### src/spihb_defines.vh
// Purpose: Constants for the serial slave and fault reporting block
// Assumes: 100 MHz core clock
// Notes: Register codes sit in command bits 14:13
`ifndef SPIHB_DEFINES_VH
`define SPIHB_DEFINES_VH

// ****************************************
// Frame layout
// ****************************************
`define SPIHB_WORD_BITS 16
`define SPIHB_RW_BIT 15
`define SPIHB_SEL_HI 14
`define SPIHB_SEL_LO 13

// ****************************************
// Register select codes
// ****************************************
`define SPIHB_SEL_ID 2'h0
`define SPIHB_SEL_STATUS 2'h1
`define SPIHB_SEL_MASK 2'h2
`define SPIHB_SEL_CONFIG 2'h3

// ****************************************
// Status field positions
// ****************************************
`define SPIHB_FAULT_BITS 11
`define SPIHB_FRAME_ERR_BIT 11

// ****************************************
// Reset values
// ****************************************
`define SPIHB_MASK_RST 13'h06f1
`define SPIHB_CONFIG_RST 13'h0d98
`define SPIHB_STATUS_RST 12'h000

// ****************************************
// Timing
// ****************************************
`define SPIHB_CLK_MHZ 100
`define SPIHB_CLR_PULSE_NS 1000
`define SPIHB_CLR_PULSE_CYC ((`SPIHB_CLR_PULSE_NS * `SPIHB_CLK_MHZ + 999) / 1000)

`endif

### src/spihb_sync.v
// Purpose: Two-stage synchroniser for a group of asynchronous levels
// Assumes: Inputs change slower than the core clock
// Notes: Only the second stage leaves this module
`timescale 1ns/1ps

module spihb_sync #(
	parameter WIDTH = 1
) (
	// Clock and reset
	input wire core_clk,
	input wire arst_n,
	// Levels
	input wire [WIDTH-1:0] asyncIn,
	output wire [WIDTH-1:0] syncOut
);
	reg [WIDTH-1:0] stage1_q;
	reg [WIDTH-1:0] stage2_q;

	always @(posedge core_clk or negedge arst_n) begin
		if (!arst_n) begin
			stage1_q <= {WIDTH{1'b0}};
			stage2_q <= {WIDTH{1'b0}};
		end else begin
			stage1_q <= asyncIn;
			stage2_q <= stage1_q;
		end
	end

	assign syncOut = stage2_q;
endmodule // spihb_sync

### src/spihb_slave.v
// Purpose: 16-bit serial slave with latched fault status and clearing
// Assumes: Serial clock, select and pins sampled by core_clk (>= 8x sclk)
// Notes: Link pins are oversampled, not clocked, so sclk may stop freely
`timescale 1ns/1ps
`include "spihb_defines.vh"

module spihb_slave #(
	parameter [4:0] ID_CODE = 5'h00 // Arbitrary identity value
) (
	// Clock and reset
	input wire core_clk,
	input wire arst_n,
	// Serial link pins
	input wire csN,
	input wire sclk,
	input wire mosi,
	output reg miso,
	output reg misoOe,
	// Control pins
	input wire output_disable_in,
	input wire device_enable_in,
	// Fault sensing levels, high while a fault is present
	input wire [`SPIHB_FAULT_BITS-1:0] faultActive,
	// Register contents for the rest of the device
	output reg [`SPIHB_FAULT_BITS:0] statusOut,
	output reg [12:0] maskOut,
	output reg [12:0] configOut,
	output reg framing_error_flag
);
	// ****************************************
	// Input synchronisers
	// ****************************************
	localparam SYNC_W = 5 + `SPIHB_FAULT_BITS;
	wire [SYNC_W-1:0] syncIn;
	wire [SYNC_W-1:0] syncOut;
	wire csS;
	wire sclkS;
	wire mosiS;
	wire offS;
	wire enS;
	wire [`SPIHB_FAULT_BITS-1:0] faultS;

	// Select travels inverted: the all-zero sync reset then reads as idle, no false fall
	assign syncIn = {faultActive, device_enable_in, output_disable_in, mosi, sclk, ~csN};

	spihb_sync #(
		.WIDTH(SYNC_W)
	) u_sync (
		.core_clk(core_clk),
		.arst_n(arst_n),
		.asyncIn(syncIn),
		.syncOut(syncOut)
	);

	assign csS = ~syncOut[0];
	assign sclkS = syncOut[1];
	assign mosiS = syncOut[2];
	assign offS = syncOut[3];
	assign enS = syncOut[4];
	assign faultS = syncOut[SYNC_W-1:5];

	// ****************************************
	// Edge detection
	// ****************************************
	reg csPrev_q;
	reg sclkPrev_q;
	reg offPrev_q;
	reg enPrev_q;

	always @(posedge core_clk or negedge arst_n) begin
		if (!arst_n) begin
			csPrev_q <= 1'b1;
			sclkPrev_q <= 1'b0;
			offPrev_q <= 1'b0;
			enPrev_q <= 1'b0;
		end else begin
			csPrev_q <= csS;
			sclkPrev_q <= sclkS;
			offPrev_q <= offS;
			enPrev_q <= enS;
		end
	end

	wire csFall = csPrev_q & ~csS;
	wire csRise = ~csPrev_q & csS;
	wire sclkFall = ~csS & sclkPrev_q & ~sclkS;
	wire sclkRise = ~csS & ~sclkPrev_q & sclkS;
	wire offFall = offPrev_q & ~offS;
	wire enRise = ~enPrev_q & enS;
	// Clears act only on faults no longer present
	wire pinClear = offFall | enRise;

	// ****************************************
	// Shift path
	// ****************************************
	reg [15:0] shift_q;
	reg inBit_q;
	reg [3:0] clkCnt_q;
	reg anyClk_q;
	reg [1:0] sel_q;
	reg [15:0] respData;
	wire [15:0] rxWord = {shift_q[14:0], inBit_q};

	// Read-back words carry their select code in bits 14:13
	always @* begin
		case (sel_q)
		`SPIHB_SEL_ID: respData = {11'h000, ID_CODE};
		`SPIHB_SEL_STATUS: respData = {4'h2, statusOut};
		`SPIHB_SEL_MASK: respData = {3'h2, maskOut};
		`SPIHB_SEL_CONFIG: respData = {3'h3, configOut};
		default: respData = 16'h0000;
		endcase
	end

	always @(posedge core_clk or negedge arst_n) begin
		if (!arst_n) begin
			shift_q <= 16'h0000;
			inBit_q <= 1'b0;
			clkCnt_q <= 4'h0;
			anyClk_q <= 1'b0;
			miso <= 1'b0;
			misoOe <= 1'b0;
		end else begin
			misoOe <= ~csS;
			if (csFall) begin
				shift_q <= respData;
				miso <= respData[15];
				clkCnt_q <= 4'h0;
				anyClk_q <= 1'b0;
			end else begin
				if (sclkFall) begin
					inBit_q <= mosiS;
					clkCnt_q <= clkCnt_q + 4'h1;
					anyClk_q <= 1'b1;
				end
				if (sclkRise && anyClk_q) begin
					// Received bits follow the reply out, feeding the next device
					shift_q <= rxWord;
					miso <= shift_q[14];
				end
			end
		end
	end

	// ****************************************
	// Frame decode
	// ****************************************
	wire frameBad = ~anyClk_q | (clkCnt_q != 4'h0);
	wire isWrite = rxWord[`SPIHB_RW_BIT];
	wire [1:0] rxSel = rxWord[`SPIHB_SEL_HI:`SPIHB_SEL_LO];
	wire frameErr = csRise & (frameBad | (isWrite & (rxSel == `SPIHB_SEL_ID)));
	wire frameOk = csRise & ~frameErr;
	wire wrStatus = frameOk & isWrite & (rxSel == `SPIHB_SEL_STATUS);
	wire wrMask = frameOk & isWrite & (rxSel == `SPIHB_SEL_MASK);
	wire wrConfig = frameOk & isWrite & (rxSel == `SPIHB_SEL_CONFIG);

	always @(posedge core_clk or negedge arst_n) begin
		if (!arst_n) begin
			sel_q <= `SPIHB_SEL_STATUS;
			maskOut <= `SPIHB_MASK_RST;
			configOut <= `SPIHB_CONFIG_RST;
		end else begin
			if (enRise) begin
				sel_q <= `SPIHB_SEL_STATUS;
			end else if (frameOk) begin
				sel_q <= rxSel;
			end
			if (wrMask) begin
				maskOut <= rxWord[12:0];
			end
			if (wrConfig) begin
				configOut <= rxWord[12:0];
			end
		end
	end

	// ****************************************
	// Fault status
	// ****************************************
	genvar i;
	wire [`SPIHB_FAULT_BITS:0] status_d;

	generate
		for (i = 0; i < `SPIHB_FAULT_BITS; i = i + 1) begin : gFault
			wire clrHere = (pinClear | (wrStatus & rxWord[i])) & ~faultS[i];
			// A present fault sets the bit even when a clear lands in the same cycle
			assign status_d[i] = faultS[i] | (statusOut[i] & ~clrHere);
		end
	endgenerate

	// Framing flag: a new error wins over a clear in the same cycle
	wire errClr = pinClear | (wrStatus & rxWord[`SPIHB_FRAME_ERR_BIT]);
	assign status_d[`SPIHB_FRAME_ERR_BIT] = frameErr | (statusOut[`SPIHB_FRAME_ERR_BIT] & ~errClr);

	// One register for the whole word keeps a single driver per status bit
	always @(posedge core_clk or negedge arst_n) begin
		if (!arst_n) begin
			statusOut <= `SPIHB_STATUS_RST;
			framing_error_flag <= 1'b0;
		end else begin
			statusOut <= status_d;
			framing_error_flag <= status_d[`SPIHB_FRAME_ERR_BIT];
		end
	end
endmodule // spihb_slave

### config.mk
export PLATFORM = sky130hd
export DESIGN_NAME = spihb_slave
export DESIGN_NICKNAME = d
export VERILOG_FILES = /design/src/spihb_sync.v /design/src/spihb_slave.v
export VERILOG_INCLUDE_DIRS = /design/src
export SDC_FILE = /design/constraint.sdc
export NUM_CORES = 1
export LEC_CHECK = 0
export BUFFER_PORTS_ARGS = -buffer_cell sky130_fd_sc_hd__buf_2
export CAP_MARGIN = 20
export CORE_MARGIN = 3
export CORE_UTILIZATION = 40
export DETAILED_ROUTE_END_ITERATION = 8
export HOLD_SLACK_MARGIN = 0.08
export SYNTH_ARGS = -nofsm -noshare
export SYNTH_HDL_FRONTEND = slang
export SYNTH_SLANG_ARGS = --single-unit
### constraint.sdc
create_clock -name core_clk -period 2.3 [get_ports core_clk]
set_input_delay 0.115 -clock core_clk [delete_from_list [all_inputs] [get_ports core_clk]]
set_output_delay 0.115 -clock core_clk [all_outputs]
set_load 0.02 [all_outputs]
# Word-level counts from Yosys, hierarchy flattened

Cells that the tools add are included.

Input bits: 18
Word-level logic and storage cells: 153
Register bits: 100
Output and inout bits: 41

Bitwise logic cells: 110
Multiplexer cells: 11
Eq/ne operators: 6
Reduce and logical (&&, ||, !) cells: 8
Add/sub/neg operators: 1

Operator list:

| kind                                                                   | number |
|---|---|
| 16-bit one-hot mux with 4 select lines                                 | 1 |
| 1-bit AND                                                              | 50 |
| 1-bit NOT                                                              | 33 |
| 15-bit two-way mux                                                     | 2 |
| 1-bit OR                                                               | 27 |
| 2-bit equality test (second input constant)                            | 4 |
| 4-bit two-way mux                                                      | 2 |
| 2-bit nonzero test                                                     | 3 |
| 4-bit by 1-bit adder with 4-bit output (second input constant)         | 1 |
| 2-bit by 1-bit equality test with 1-bit output (second input constant) | 2 |
| 2-bit zero test                                                        | 2 |
| 1-bit two-way mux                                                      | 4 |
| 2-bit two-way mux                                                      | 2 |
| 4-bit nonzero test                                                     | 1 |
| 2-bit AND reduction                                                    | 1 |
| 1-bit logical AND                                                      | 1 |

# Longest topological paths before layout

Gate-level depths: netlist of run 1.

Word-level depth: 14
Mapped depth: 6
Gate-level depth less buffers: 5

# Hierarchy

A second synthesis of run 1 with hierarchy kept.

Cell total of the unflattened synthesis: 272
Area total of the unflattened synthesis: 3,916.3 sq um

By module, submodules not included:

| module      | cells each | sequential area each (sq um) | instances | area an instance (sq um) |
|---|---|---|---|---|
| spihb_slave | 240        | 1,695.4                      | 1         | 3,115.5 |
| spihb_sync  | 32         | 800.8                        | 1         | 800.8 |

# Worst setup path after synthesis of run 1

Ideal clock, no wire load.

Path kind: reg-to-reg
From: register clkCnt_q[0]
To: register configOut[2]
Stages on the path, launching flop included: 7
Required time: 2.175 ns
Data arrival time: 1.686 ns
Library setup time: 0.125 ns
Period minus slack after synthesis: 1.810 ns
Path buffers: 1
Setup slack: 0.490 ns
Path through: dfrtp_1 > inv_1 > ha_1 > nand4bb_4 > nor4b_4 > buf_6 > mux2_2

Word-level cells in the longest chain between the ends: 8

Ends and longest elaborated chain:

| item                   | RTL line          | text |
|---|---|---|
| start, declared        | spihb_slave.v:98  | `reg [3:0] clkCnt_q;` |
| start signal, assigned | spihb_slave.v:133 | `clkCnt_q <= clkCnt_q + 4'h1;` |
| 4-bit nonzero test     | spihb_slave.v:148 | `wire frameBad = ~anyClk_q \| (clkCnt_q != 4'h0);` |
| 1-bit OR               | spihb_slave.v:148 |  |
| 1-bit OR               | spihb_slave.v:151 | `` wire frameErr = csRise & (frameBad \| (isWrite & (rxSel == `SPIHB_SEL_ID))); `` |
| 1-bit AND              | spihb_slave.v:151 |  |
| 1-bit NOT              | spihb_slave.v:152 | `wire frameOk = csRise & ~frameErr;` |
| 1-bit AND              | spihb_slave.v:152 |  |
| 1-bit AND (2 in a row) | spihb_slave.v:155 | `` wire wrConfig = frameOk & isWrite & (rxSel == `SPIHB_SEL_CONFIG); `` |
| end signal, assigned   | spihb_slave.v:161 | `` configOut <= `SPIHB_CONFIG_RST; `` |
| end signal, assigned   | spihb_slave.v:172 | `configOut <= rxWord[12:0];` |
| end, declared          | spihb_slave.v:27  | `output reg [12:0] configOut,` |

No other way between the ends.
A chain may end at the register's enable or synchronous reset.

# Final worst setup path of run 1

From: register clkCnt_q[0]
To: register configOut[5]

Same word-level chain as after synthesis.

==> results of run 1 <==
==> state kept, by name, summed over array words and instances, names as in the netlist, 2 cells and up <==
register and count:
shift_q 15, clkCnt_q 4, configOut 13, sel_q 2, u_sync.syncOut 16, u_sync.stage1_q 16
statusOut 11, maskOut 13
==> worst max path at each step <==
stage	startpoint	end	slack (ps)	depth (start not counted)
final	clkCnt_q[0]	configOut[5]	380	6
after global routing	clkCnt_q[0]	configOut[9]	260	6
after CTS	clkCnt_q[0]	configOut[5]	360	6
after detailed placement	clkCnt_q[0]	configOut[5]	400	6
after global placement	clkCnt_q[0]	configOut[6]	460	6
after floorplan	clkCnt_q[0]	configOut[2]	490	6
==> through the flow <==
step           utilization, %  hold WS, ps
6_report                 50.6          307
4_1_cts                  50.6          322
2_1_floorplan               -         -181
5_1_grt                  50.6          356
3_5_place_dp             46.6          165
3_3_place_gp             46.6          157
==> synthesized netlist by cell type, drive strengths merged, types with 2 or more instances <==
master	number	area share (%)
clkbuf	6	0.57
a221oi	12	2.7
nand3b	2	0.70
inv	7	0.67
a21oi	14	1.8
mux2	39	11
nand3	4	0.51
nor2	4	0.38
nand2b	2	0.32
a31o	12	2.7
nand4b	2	0.45
mux2i	17	4.3
nor4	2	0.70
dfstp	15	10
nand2	4	0.38
nand4	13	2.1
dfrtp	84	54
buf	12	1.9
o21ai	5	0.64
ha	2	0.64
==> repair_timing <==
item | CTS | global route
hold buffers | 17 | 0
gates resized for setup | 0 | 0
endpoints found under the hold margin | 58 | 0
==> worst max-delay path: cells and delay by family, from the launching register on <==
| kind | cells | cell delay, ps |
|---|---|---|
| simple gates | 2 | 450 |
| flops | 1 | 440 |
| mux | 1 | 360 |
| buf+inv | 2 | 350 |
| fa+ha+maj | 1 | 210 |
==> layout make-up <==
type / instances / area, µm² / area share (%)
timing repair buffer: 87 / 553 / 11.7
multi-input combinational: 148 / 1300 / 27.4
sequential: 99 / 2500 / 52.7
clock buffer: 10 / 138 / 2.90
inverter: 7 / 26.3 / 0.554
clock inverter: 6 / 65.1 / 1.37
tap: 129 / 161 / 3.41
==> routing by layer <==
layer | share of wire, % | wire, µm | vias up
li1 | - | - | 1160
met1 | 48 | 3860 | 1264
met2 | 47 | 3790 | 67
met3 | 5.0 | 407 | 2
met4 | 0.58 | 47 | 0
met5 | 0 | 0 | -
==> power by group through the flow <==
stage | sequential (mW) | combinational, mW | clock, mW
CTS | 2.10 | 0.511 | 1.15
global route | 2.12 | 0.554 | 1.22
floorplan | 2.14 | 0.254 | 0
finish | 2.10 | 0.505 | 1.11
detailed placement | 2.13 | 0.488 | 0
global placement | 2.12 | 0.481 | 0
==> logic make-up after synthesis <==
logic type / Yosys count / share of synthesized area, %
mux: 56 / 15.5
buf+inv: 25 / 3.13
simple gates: 41 / 8.05
xor+xnor: 1 / 0.224
compound gates: 48 / 8.72
fa+ha+maj: 2 / 0.638
flops: 99 / 63.7
==> metrics.txt, run 1 <==
Placed Cells=453; Routed Antenna Nets=0; Clock Skews=12.7 ps; Syn Nets=292; Area after DPL=0.00437 mm²; endpoints failing setup=0; Vias/cell=5.13; Hold Crit Class=input pin to async pin; synth unique cells=38; Ys Warns=0; dpl hpwl=5.58 mm; Largest stage delay, worst path=440 ps; Initial Util=41.8%; number of port buffers=58; Post-synth EDFFs=0; synthesized area=0.00392 mm²; Post-CTS Setup Inserts=0; Die Y=105 µm; Slew HR=59.1%; P_int=2.68 mW; final period utilization=83.6%; sequential cell area fraction in the yosys report=63.7%; met3 Use GR=4.26%; number of global-route vias before repair=2,478; depth of the CTS H-tree=3; sequential fraction of design power=56.5%; area growth from synthesis to layout=20.9%; Overflow after GRT=0; ant diodes=0; pin count of the biggest net entering global routing=50; final hold vios=0; Clock Latency Late Sink=360 ps; CP max-delay cell=dfrtp_1; routed len/inst=16.7 µm; CTS sink cnt=99; gr busiest metal=met2; Die ar.=0.0110 mm²; Max rail drop VDD=0.504 mV; DRC errors left=0; critical path endpoint category=flop; flop and latch count out of synthesis=99; via count=2,493; Leakage=2.25 nW; share of cells above drive strength 1=43.7%; Clock Tree Root=clkbuf_8; Cell Pwr Density=784 mW/mm²; Arrival @ worst endpoint=2160 ps; Max Cap Violations=0; I/O pins=59; GRT met1 Usage=21.8%; design area=0.00474 mm²; Worst Slack Setup Final=377 ps; status=complete, no violations; RSZ-0062 raised after global routing=no; Min Clock Period, post-route=1920 ps; WL final=8.11 mm; clk slew on worst S/H paths=100 ps; CTS tree=built; Gate power share=13.6%; grt met2 use=23.9%; gr usage total=15.4%; CTS Buf Count=9; R2R depth=6; most frequent cells in the layout=84 x dfrtp_1, 57 x buf_2, 39 x mux2_2; flop2flop setup slack=380 ps; switching power=1.03 mW; total power=3.71 mW; crit path kind=flop to flop; Fill cells=862; first-pass GRT wire length=13.4 mm; Place WS=401 ps; Crit Reg-Reg Startpoint=clkCnt_q[0]; drt initial violations=110; Final Max Tran Viols=0; core area=0.00937 mm²; commonest non-fill, non-tap cell in the layout=dfrtp_1; ys async rst share=100%; clock tree buffer depth=2; Setup TNS=0 ps; Synth Instances=272; Required @ worst endpoint=2540 ps; DR pass1 iterations=4; Die X=105 µm; Synth Flop Type=dfrtp_1; Peak Freq=0.520 GHz; CP Launch Type=flop; syn_area_per_cell=14.4 µm²; Worst R2R End=configOut[5]; slew at the pin closest to its max-slew limit=613 ps; Sw Share=27.8%; Clk network pwr share=30.0%; Crit Path Max Fanout=13; critical path cell sequence=inv_1, ha_1, nand4bb_4, nor4b_4, buf_4, mux2_2; NumNets Final=372; Rows=35; GPL Wtd Cong=0.798; Final Non-Filler Cells=486; initial antenna violation count=0
(Power assumes the default switching activity.)
==> inputs of run 2 (changes only) <==
Settings changed: ABC_AREA set to 1.
Clock period 2.3 ns to 1.9 ns, I/O delays scaled along.
==> metrics.txt, run 2 <==
drt initial violations=181; Setup TNS=0 ps; Clock Tree Root=clkbuf_8; flop and latch count out of synthesis=99; R2R depth=8; critical path endpoint category=flop; Simple-Gate Fraction of Synth Area=24.1%; Routed Antenna Nets=0; CTS sink cnt=99; crit path kind=flop to flop; number of global-route vias before repair=3,273; endpoints failing setup=0; initial antenna violation count=0; status=complete, no violations; Cell Pwr Density=919 mW/mm²; most frequent cells in the layout=130 x nand2_1, 84 x dfrtp_1, 57 x buf_2; main combinational cell family by area after synthesis=simple AND/OR/NAND/NOR gates; synth unique cells=26; slew at the pin closest to its max-slew limit=556 ps; final period utilization=86.4%; Max rail drop VDD=0.742 mV; sequential fraction of design power=53.5%; NumNets Final=552; CTS Buf Count=9; DR pass1 iterations=5; cell taking the most area after synthesis=dfrtp_1; flop2flop setup slack=260 ps; pin count of the biggest net entering global routing=42; Vias/cell=4.81; Storage cell area=0.00250 mm²; gr usage total=18.2%; syn_area_per_cell=9.19 µm²; multi-input logic area=0.00129 mm²; top cells by area, synth=dfrtp_1 51%, nand2_1 12%, dfstp_2 9.6%; number of port buffers=58; mux cell area share after synthesis=0%; P_int=3.18 mW; RSZ-0062 raised after global routing=no; WL final=9.64 mm; Required @ worst endpoint=2210 ps; Post-Synth Adder-Cell Area=0.607%; Core Util, Final=50.3%; Synth Flop Type=dfrtp_1; core area=0.00991 mm²; Fill cells=953; post-synthesis compound-gate area fraction=6.61%; post_cts resized=0; sequential cell area fraction in the yosys report=60.5%; Hold Crit Class=input pin to async pin; Gate power share=14.3%; ys async rst share=100%; Arrival @ worst endpoint=1950 ps; most common cell in the netlist=nand2_1; Syn Nets=469; I/O pins=59; routed len/inst=14.4 µm; Ys Warns=0; Synth Instances=449; clk slew on worst S/H paths=100 ps; Leakage=2.55 nW; Slew HR=62.9%; synthesized area=0.00413 mm²; first-pass GRT wire length=16.3 mm; Worst R2R End=configOut[5]; Synth Area in XOR/XNOR=0%; Min Clock Period, post-route=1640 ps; area growth from synthesis to layout=20.7%; switching power=1.40 mW; Overflow after GRT=0; share of cells above drive strength 1=23.1%; clock tree buffer depth=2; Clk network pwr share=32.2%; Die X=108 µm; DRC errors left=0; Die Y=108 µm; ant diodes=0; depth of the CTS H-tree=3; GPL Wtd Cong=0.791; Clock Skews=7.22 ps; synth cell count leaders=130 x nand2_1, 84 x dfrtp_1, 50 x inv_1; Die ar.=0.0116 mm²; Clock Latency Late Sink=370 ps; Final Max Tran Viols=0; Rows=36; Max Cap Violations=0; CTS tree=built; Initial Util=41.6%; commonest non-fill, non-tap cell in the layout=nand2_1; Peak Freq=0.609 GHz; Crit Path Max Fanout=13; CP Launch Type=flop; via count=3,225; final hold vios=0; top-area cell type share of the netlist area=51.0%; Post-synth EDFFs=0; Sw Share=30.5%; Crit Reg-Reg Startpoint=clkCnt_q[0]; dpl hpwl=6.43 mm
[run 2: cell types whose count changed after synthesis, moves of 13 or more]
cell / previous run / this run
nand2_1: 4 / 130
inv_1: 7 / 50
mux2_2: 39 / 0
nand3_1: 4 / 33
nor2_1: 4 / 29
mux2i_1: 17 / 0
o21ai_0: 5 / 18
o21ai_1: 0 / 13
[run 2: cell type report]
class | count | area share, %
clock buffer | 9 | 2.49
clock inverter | 7 | 1.86
inverter | 57 | 4.30
multi-input combinational | 274 | 25.9
sequential | 99 | 50.1
tap | 133 | 3.34
timing repair buffer | 91 | 12.0
[run 2: logic make-up after synthesis]
kind of cell	Yosys count
AO/OA/AOI/OAI	52
adder cells (fa/ha/maj)	2
buffers and inverters	76
flip-flops	99
AND/OR/NAND/NOR	220
[run 2: worst max-delay path by stage]
stage	from	slack [ps]	end
finish	clkCnt_q[0]	260	configOut[5]
global placement	clkCnt_q[0]	360	configOut[4]
floorplan	clkCnt_q[0]	490	configOut[2]
CTS	clkCnt_q[0]	260	configOut[6]
global route	clkCnt_q[0]	110	configOut[10]
detailed placement	clkCnt_q[0]	280	maskOut[0]
[run 2: power groups by stage]
stage                     Sequential (mW)  Clock (mW)  Combinational (mW)
after floorplan                      2.51           0               0.350
after global placement               2.48           0               0.623
after detailed placement             2.49           0               0.635
after CTS                            2.45        1.52               0.664
after global routing                 2.48        1.61               0.738
final                                2.45        1.47               0.655
[run 2: routing by layer]
metal | vias to the layer above | share of wire [%] | track usage (%)
met4 | 0 | 0.72 | 5.05
met2 | 108 | 47 | 29.0
li1 | 1580 | - | -
met5 | - | 0 | 0
met3 | 7 | 7.1 | 4.08
met1 | 1530 | 45 | 25.0
[run 2: worst max-delay path, stage by stage (launching register included)]
cell and delay, ps:
dfrtp_1 420, inv_1 110, ha_1 170, nand2_2 70, nor2_4 170, nand3_4 110
nor2_4 330, nand3_1 110, nand2_1 90
[run 2: what timing repair did]
| item | CTS | global route |
|---|---|---|
| buffers inserted | 0 | 0 |
| hold endpoints to repair | 53 | 0 |
| hold buffers | 17 | 0 |
| endpoints found under the setup margin | 0 | 0 |
[run 2: metrics by stage]
step	setup WS, ps	std cells	hold WS [ps]	cell area, µm²	total power, mW
2_1_floorplan	489	449	-201	4130	2.86
3_3_place_gp	357	637	117	4590	3.11
3_5_place_dp	284	637	123	4590	3.13
4_1_cts	262	670	257	4980	4.63
5_1_grt	109	670	285	4980	4.82
6_report	258	670	248	4980	4.58
